<file path="config.mk">
export PLATFORM = sky130hd
export DESIGN_NAME = qis_top
export DESIGN_NICKNAME = d
export VERILOG_FILES = /design/src/hdl/qis_pkg.sv /design/src/hdl/qis_top.sv
export SDC_FILE = /design/constraint.sdc
export NUM_CORES = 1
export LEC_CHECK = 0
export ABC_AREA = 1
export BUFFER_PORTS_ARGS = -buffer_cell sky130_fd_sc_hd__clkbuf_2
export CORE_MARGIN = 2
export CORE_UTILIZATION = 59
export DETAILED_ROUTE_END_ITERATION = 12
export PLACE_DENSITY = 0.83
export SYNTH_ARGS = -nofsm -noshare
export SYNTH_HDL_FRONTEND = slang
export SYNTH_SLANG_ARGS = --single-unit
</file>
<file path="constraint.sdc">
create_clock -name pclk -period 2.5 [get_ports pclk]
set_input_delay 0.125 -clock pclk [delete_from_list [all_inputs] [get_ports pclk]]
set_output_delay 0.125 -clock pclk [all_outputs]
set_load 0.005 [all_outputs]
</file>
<file path="src/hdl/qis_pkg.sv">
// Constants, register map and state layout of the queued interrupt and supervision block
package qis_pkg;
	// APB register byte offsets
	localparam logic [7:0] OFF_CTRL = 8'h00;
	localparam logic [7:0] OFF_MASK = 8'h04;
	localparam logic [7:0] OFF_LEVEL = 8'h08;
	localparam logic [7:0] OFF_PEND = 8'h0C;
	localparam logic [7:0] OFF_FAULT = 8'h10;
	localparam logic [7:0] OFF_SANITY = 8'h14;
	localparam int ADDR_W = 8;

	// Field positions
	localparam int CTRL_EN_BIT = 0;
	localparam int LVL_VALID_BIT = 3;
	localparam int PEND_SRC_LSB = 8;
	localparam int NUM_LEVELS = 8;
	localparam int NUM_FAULTS = 5;

	// Fault bits, higher index means higher microlevel priority
	localparam int F_IODONE = 0;
	localparam int F_PARITY = 1;
	localparam int F_SANITY = 2;
	localparam int F_RESTART = 3;
	localparam int F_POWER = 4;

	// Reset values
	localparam logic [7:0] MASK_RST = 8'hFF;
	localparam logic [3:0] LEVEL_RST = 4'h0;

	// Supervision timer: period in ms, clock rate in Hz, derived cycle count
	localparam int unsigned SANITY_MS = 400;
	localparam int unsigned CLK_HZ = 100000000;
	localparam int unsigned SANITY_CYC = SANITY_MS * (CLK_HZ / 1000);
	localparam int WD_W = 26;

	// APB access phase, one-hot
	typedef enum logic [1:0]
	{
		ACC_IDLE = 2'b01,
		ACC_RESP = 2'b10
	} qis_acc_t;

	// Whole state of the block
	typedef struct packed
	{
		qis_acc_t acc;
		logic pready;
		logic pslverr;
		logic [31:0] prdata;
		logic enable;
		logic [7:0] mask;
		logic [7:0] req;
		logic [3:0] level;
		logic [3:0] src_bus;
		logic irq_n;
		logic micro_irq;
		logic [2:0] micro_code;
		logic [WD_W-1:0] wd_cnt;
		logic [NUM_FAULTS-1:0] faults;
		logic parity_n;
		logic halt;
		logic init_vec;
		logic io_done_n;
		logic pf_seen;
		logic rst_prev_n;
	} qis_state_t;
endpackage

</file>
<file path="src/hdl/qis_top.sv">
// Queued high-level interrupt unit with microlevel fault supervision and APB registers
`timescale 1ns/1ps
module qis_top
#(
	parameter logic [qis_pkg::WD_W-1:0] SANITY_CYCLES = qis_pkg::WD_W'(qis_pkg::SANITY_CYC)
)
(
	input wire logic pclk,
	input wire logic presetn,
	input wire logic psel,
	input wire logic penable,
	input wire logic pwrite,
	input wire logic [qis_pkg::ADDR_W-1:0] paddr,
	input wire logic [31:0] pwdata,
	output logic [31:0] prdata,
	output logic pready,
	output logic pslverr,
	input wire logic [7:0] irq_level_n,
	input wire logic irq_take,
	output logic irq_to_processor_n,
	output logic [3:0] src_bus1,
	output logic micro_irq,
	output logic [2:0] micro_code,
	input wire logic mem_rd_strobe,
	input wire logic [15:0] mem_word,
	input wire logic mem_parity,
	output logic parity_n,
	input wire logic power_fail_n,
	input wire logic simulated_power_fail_n,
	output logic halt,
	input wire logic restart_request_n,
	output logic init_vector,
	input wire logic io_performing_n,
	output logic io_done_n
);

	qis_pkg::qis_state_t st_q;
	qis_pkg::qis_state_t st_d;

	logic acc_done;
	logic wr_en;
	logic [7:0] elig;
	logic [2:0] enc;
	logic take_ok;
	logic wd_restart;
	logic wd_expire;
	logic par_err;
	logic rst_fall;
	logic [qis_pkg::NUM_FAULTS-1:0] fault_set;
	logic [qis_pkg::NUM_FAULTS-1:0] fault_clr;

	// Index of the highest set bit; used for both the level and the fault encoders
	function automatic logic [2:0] hi_index(input logic [7:0] v);
		logic [2:0] r;
		r = 3'h0;
		for (int i = 0; i < 8; i++)
		begin
			if (v[i])
			begin
				r = 3'(i);
			end
		end
		return r;
	endfunction

	// Levels strictly above the level latch; an empty latch blocks nothing
	function automatic logic [7:0] above(input logic [3:0] lvl);
		logic [7:0] m;
		m = 8'hFF;
		if (lvl[qis_pkg::LVL_VALID_BIT])
		begin
			for (int i = 0; i < 8; i++)
			begin
				m[i] = (3'(i) > lvl[2:0]);
			end
		end
		return m;
	endfunction

	// Bus strobes and event detection shared by the next-state logic
	assign acc_done = psel && penable && st_q.pready;
	assign wr_en = acc_done && pwrite && !st_q.pslverr;
	assign elig = st_q.req & above(st_q.level);
	assign enc = hi_index(elig);
	assign take_ok = irq_take && st_q.enable && (elig != 8'h00);
	assign wd_restart = wr_en && (paddr == qis_pkg::OFF_SANITY);
	assign wd_expire = (st_q.wd_cnt == SANITY_CYCLES - 1'b1);
	assign par_err = mem_rd_strobe && !(^{mem_word, mem_parity}); // Odd parity word
	assign rst_fall = st_q.rst_prev_n && !restart_request_n;

	// Fault sources; a clear in the same cycle as a set loses
	always_comb
	begin
		fault_set = '0;
		fault_set[qis_pkg::F_IODONE] = !io_performing_n;
		fault_set[qis_pkg::F_PARITY] = par_err;
		fault_set[qis_pkg::F_SANITY] = wd_expire && !wd_restart;
		fault_set[qis_pkg::F_RESTART] = rst_fall;
		fault_set[qis_pkg::F_POWER] = !power_fail_n || !simulated_power_fail_n;
		fault_clr = '0;
		if (wr_en && (paddr == qis_pkg::OFF_FAULT))
		begin
			fault_clr = pwdata[qis_pkg::NUM_FAULTS-1:0];
		end
		if (wd_restart)
		begin
			fault_clr[qis_pkg::F_SANITY] = 1'b1;
		end
	end

	// Next state of the whole block
	always_comb
	begin
		st_d = st_q;

		// APB slave: ready is raised for the second access cycle, the edge after it completes
		unique case (st_q.acc)
			qis_pkg::ACC_IDLE:
			begin
				st_d.pready = 1'b0;
				st_d.pslverr = 1'b0;
				if (psel && penable)
				begin
					st_d.acc = qis_pkg::ACC_RESP;
					st_d.pready = 1'b1;
					st_d.prdata = 32'h0000_0000;
					unique case (paddr)
						qis_pkg::OFF_CTRL: st_d.prdata[qis_pkg::CTRL_EN_BIT] = st_q.enable;
						qis_pkg::OFF_MASK: st_d.prdata[7:0] = st_q.mask;
						qis_pkg::OFF_LEVEL: st_d.prdata[3:0] = st_q.level;
						qis_pkg::OFF_PEND:
						begin
							st_d.prdata[7:0] = st_q.req;
							st_d.prdata[qis_pkg::PEND_SRC_LSB+:4] = st_q.src_bus;
						end
						qis_pkg::OFF_FAULT: st_d.prdata[qis_pkg::NUM_FAULTS-1:0] = st_q.faults;
						qis_pkg::OFF_SANITY: st_d.prdata[qis_pkg::WD_W-1:0] = st_q.wd_cnt;
						default: st_d.pslverr = 1'b1;
					endcase
				end
			end
			qis_pkg::ACC_RESP:
			begin
				st_d.acc = qis_pkg::ACC_IDLE;
				st_d.pready = 1'b0;
				st_d.pslverr = 1'b0;
			end
			default:
			begin
				st_d.acc = qis_pkg::ACC_IDLE;
				st_d.pready = 1'b0;
			end
		endcase

		// Register writes take effect only on the completing edge
		if (wr_en && (paddr == qis_pkg::OFF_CTRL))
		begin
			st_d.enable = pwdata[qis_pkg::CTRL_EN_BIT];
		end
		if (wr_en && (paddr == qis_pkg::OFF_MASK))
		begin
			st_d.mask = pwdata[7:0];
		end
		// Software restores the previous level on return so the old program resumes
		if (wr_en && (paddr == qis_pkg::OFF_LEVEL))
		begin
			st_d.level = pwdata[3:0];
		end

		// Request latch follows the active-low inputs; level one is the tape interface
		st_d.req = ~irq_level_n & ~st_q.mask;

		// Take: level code to source bus, serviced level into the latch
		if (take_ok)
		begin
			st_d.src_bus = {1'b0, enc};
			st_d.level = {1'b1, enc};
		end

		// Processor request; a take wins over a same-cycle software level write
		st_d.irq_n = !(st_q.enable && (elig != 8'h00));

		// Microlevel request and its vector code, highest fault first
		st_d.faults = (st_q.faults & ~fault_clr) | fault_set;
		st_d.micro_irq = !st_q.irq_n || (st_q.faults != '0);
		st_d.micro_code = hi_index({3'h0, st_q.faults});

		// Supervision timer saturates at the period so the fault is set only once until the next restart
		if (wd_restart)
		begin
			st_d.wd_cnt = '0;
		end
		else if (st_q.wd_cnt != SANITY_CYCLES)
		begin
			st_d.wd_cnt = st_q.wd_cnt + 1'b1;
		end

		// Parity microinterrupt is a one-cycle low pulse per bad word
		st_d.parity_n = !par_err;

		// Halt follows either power fail input with one flop of delay
		st_d.halt = !power_fail_n || !simulated_power_fail_n;

		// Restart vectors to initialization only after a power failure was seen
		st_d.rst_prev_n = restart_request_n;
		st_d.init_vec = rst_fall && st_q.pf_seen;
		if (!power_fail_n || !simulated_power_fail_n)
		begin
			st_d.pf_seen = 1'b1;
		end
		else if (rst_fall)
		begin
			st_d.pf_seen = 1'b0;
		end

		// I/O-performing forwarded as I/O-done
		st_d.io_done_n = io_performing_n;
	end

	// State register; reset gives constants only
	always_ff @(posedge pclk or negedge presetn)
	begin
		if (!presetn)
		begin
			st_q.acc <= qis_pkg::ACC_IDLE;
			st_q.pready <= 1'b0;
			st_q.pslverr <= 1'b0;
			st_q.prdata <= 32'h0000_0000;
			st_q.enable <= 1'b0;
			st_q.mask <= qis_pkg::MASK_RST;
			st_q.req <= 8'h00;
			st_q.level <= qis_pkg::LEVEL_RST;
			st_q.src_bus <= 4'h0;
			st_q.irq_n <= 1'b1;
			st_q.micro_irq <= 1'b0;
			st_q.micro_code <= 3'h0;
			st_q.wd_cnt <= '0;
			st_q.faults <= '0;
			st_q.parity_n <= 1'b1;
			st_q.halt <= 1'b0;
			st_q.init_vec <= 1'b0;
			st_q.io_done_n <= 1'b1;
			st_q.pf_seen <= 1'b0;
			st_q.rst_prev_n <= 1'b1;
		end
		else
		begin
			st_q <= st_d;
		end
	end

	// Outputs straight from the state flops
	assign prdata = st_q.prdata;
	assign pready = st_q.pready;
	assign pslverr = st_q.pslverr;
	assign irq_to_processor_n = st_q.irq_n;
	assign src_bus1 = st_q.src_bus;
	assign micro_irq = st_q.micro_irq;
	assign micro_code = st_q.micro_code;
	assign parity_n = st_q.parity_n;
	assign halt = st_q.halt;
	assign init_vector = st_q.init_vec;
	assign io_done_n = st_q.io_done_n;
endmodule

</file>
==> results by group <==
Die
  – Die height: 98.6 µm
  – Boundary Pins: 123
  – Total die area: 9720 µm²
  – Rows: 34
  – Die W: 98.6 µm
  – Core ar.: 8680 µm²
  – Starting density of the core: 60.8%

Clocking
  – Sink Count: 96
  – TritonCTS clock tree: done
  – # Post-CTS Setup Buffers: 0
  – Clock latency on the worst-skew pair: 0.36 ns
  – Total CTS buffers: 9
  – H-Tree Level Count: 3
  – Clk root buf: clkbuf_8
  – Reg clk slew, reported paths: 0.10 ns
  – Worst-case clock buffer depth: 2

Logic synthesis
  – Synth Area per Inst: 7.70 µm²
  – Asr flop ratio synth: 100%
  – Part of the Yosys area used for sequential elements: 45.8%
  – Yosys warns: 0
  – #FFs+latches synth: 96
  – Cell variety after synth: 40
  – Netlist area before placement: 5280 µm²
  – Ys flop type: dfrtp_1
  – Number of synthesized flops with an enable pin: 0
  – Post-Synthesis Cells: 686

Timing
  – Worst hold slack: 0.0212 ns
  – Setup_tns: 0 ns
  – Fin. Hold Viols: 0
  – # setup viols final: 0
  – Final Cycle Share: 76.6%
  – Min Tclk post-route: 1.92 ns
  – Worst-margin pin slew: 0.908 ns
  – Fmax: 522 MHz
  – Rel. slew slack: 39.4%
  – Final Max Slew Viols: 0
  – Worst Skew: 0.00965 ns
  – RSZ-0062 raised after global routing: false

Setup path
  – Critical-path cell list: ha_1 -> inv_1 -> nor2_1 -> inv_1 -> a31oi_1 -> a21boi_0
  – Most used cell, CP: inv_1
  – CP max stage delay: 0.55 ns
  – Slowest stage cell, crit path: dfstp_2
  – Kind of critical path: flop to flop
  – Startpoint Class: flop
  – Setup crit end kind: flop
  – Critical path peak fanout: 33
  – CP required: 2.73 ns
  – Arrival time worst endpoint: 2.15 ns

Global routing
  – Pin count of the biggest net entering global routing: 50
  – First-pass GRT wire length: 21,500 µm
  – Initial antenna violation count: 0
  – Vias in the first global route: 4,595
  – Total track usage: 27.4%
  – Total gr overflow: 0

Detailed routing
  – WL/cell: 14.6 µm
  – DR vias: 4,765
  – Initial DRC count: 509
  – Vias/cell: 5.43
  – ANT nets after route: 0
  – Drt first pass iters: 5
  – # DRC: 0
  – Detailed Route WL: 12,800 µm

Final layout
  – Nets@finish: 845
  – Most frequent cells in the layout: nand2_1 (170), inv_1 (93), clkbuf_2 (90)
  – Commonest non-fill, non-tap cell in the layout: nand2_1
  – Layout cell share with drive strength beyond 1: 18.8%
  – # fillers: 728
  – Post-Layout Cell Count: 878
  – Antenna diodes: 0
  – Area grow syn2layout: 12.9%

Placed design
  – IO buf count: 91
  – GP Congestion: 0.943
  – Placed Cells: 844
  – DP HPWL: 9530 µm

Power and ir drop
  – Power per Cell Area: 604 nW/µm²
  – Tot Pwr: 3.60 mW
  – Peak supply drop: 0.275 mV
  – Pleak: 3.14 nW

Run
  – Max-cap violations: 0

Worst hold path
  – Hold Path Class: primary input to flop

Status
  – Run status: finished clean
[worst paths after layout]
check / from / to / slack, ns / depth (start not counted)
max in group asynchronous: presetn / st_q[61]$_DFFE_PN1P_ / 1.45 / 3
hold / removal: pwdata[6] / st_q[64]$_DFFE_PN1P_ / 0.02 / 2
setup / recovery: st_q[101]$_DFFE_PN1P_ / prdata[3]$_DFFE_PN0P_ / 0.58 / 6
min in group asynchronous: presetn / src_bus1[2]$_DFFE_PN0P_ / 0.31 / 2
hold reg to reg: st_q[66]$_DFFE_PN0P_ / irq_to_processor_n$_DFF_PN1_ / 0.47 / 1
setup reg to reg: st_q[101]$_DFFE_PN1P_ / prdata[3]$_DFFE_PN0P_ / 0.58 / 6
[routing by layer]
metal / vias to the layer above / GRT usage (%) / part of all wire [%]
li1: 2311 / - / -
met2: 210 / 43.9 / 47
met4: 0 / 8.85 / 2.3
met1: 2218 / 37.6 / 43
met5: - / 0 / 0
met3: 26 / 5.89 / 8.3
[area by class of cell]
class	count	area (µm²)	share of cell area, %
Sequential cell	96	2420	40.6
Multi-Input combinational cell	449	2170	36.5
Timing Repair Buffer	112	673	11.3
Inverter	97	364	6.11
Clock buffer	10	138	2.31
Tap cell	108	135	2.27
Clock inverter	6	60.1	1.01
[where the power goes]
group	switching [mW]	total (mW)	internal, mW
clock network	0.588	1.00	0.412
registers	0.119	1.83	1.71
logic	0.487	0.772	0.285
total	1.19	3.60	2.41
[stage by stage]
step	instance area, µm²	setup WS, ns	util [%]
2_1_floorplan	5300	0.859	-
3_3_place_gp	5580	0.616	64.3
3_5_place_dp	5580	0.540	64.3
4_1_cts	5960	0.604	68.7
5_1_grt	5960	0.416	68.7
6_report	5960	0.585	68.7
[kinds of logic (layout without fill, tap and decap cells)]
family | count (synthesis) | count (layout) | share of synthesized area [%]
other cells | 1 | 7 | 0.0710
xor+xnor | 12 | 12 | 1.99
buf+inv | 147 | 225 | 13.4
flops | 96 | 96 | 45.8
compound gates | 93 | 93 | 9.88
mux | 2 | 2 | 0.427
fa+ha+maj | 4 | 4 | 0.948
simple gates | 331 | 331 | 27.4
[Yosys cell counts, drive strengths merged, types with 2 or more instances]
library cell | n | share of area [%]
xnor2 | 4 | 0.66
ha | 4 | 0.95
dfrtp | 83 | 39
nand2 | 174 | 13
o21ai | 54 | 5.3
nor3 | 16 | 1.9
o22ai | 5 | 0.59
clkbuf | 6 | 0.43
a21oi | 17 | 1.6
buf | 44 | 6.1
nor2 | 66 | 5.2
nand3b | 2 | 0.28
or2 | 3 | 0.36
nand3 | 56 | 5.3
mux2 | 2 | 0.43
dfstp | 13 | 6.5
o211ai | 2 | 0.28
nand4 | 10 | 1.2
nor4 | 4 | 0.47
inv | 97 | 6.9
xor2 | 8 | 1.3
o31ai | 11 | 1.6
[worst max-delay path, delay by kind of cell (launching register included)]
family	cells	cell delay (ns)
AO/OA/AOI/OAI	2	0.44
flip-flops	1	0.55
buffers and inverters	2	0.48
AND/OR/NAND/NOR	1	0.15
adder cells (fa/ha/maj)	1	0.17
[registers in the layout (all words and copies together) (netlist names)]
register and flops:
st_q 56, prdata 26, micro_code 3, src_bus1 3
halt 1, init_vector 1, io_done_n 1, irq_to_processor_n 1
micro_irq 1, parity_n 1, pready 1, pslverr 1
[what timing repair did]
item / in CTS / in global routing
hold endpoints to repair: 61 / 0
gates resized for setup: 0 / 0
hold buffers: 18 / 0
Power figures use the tool's default switching activity.
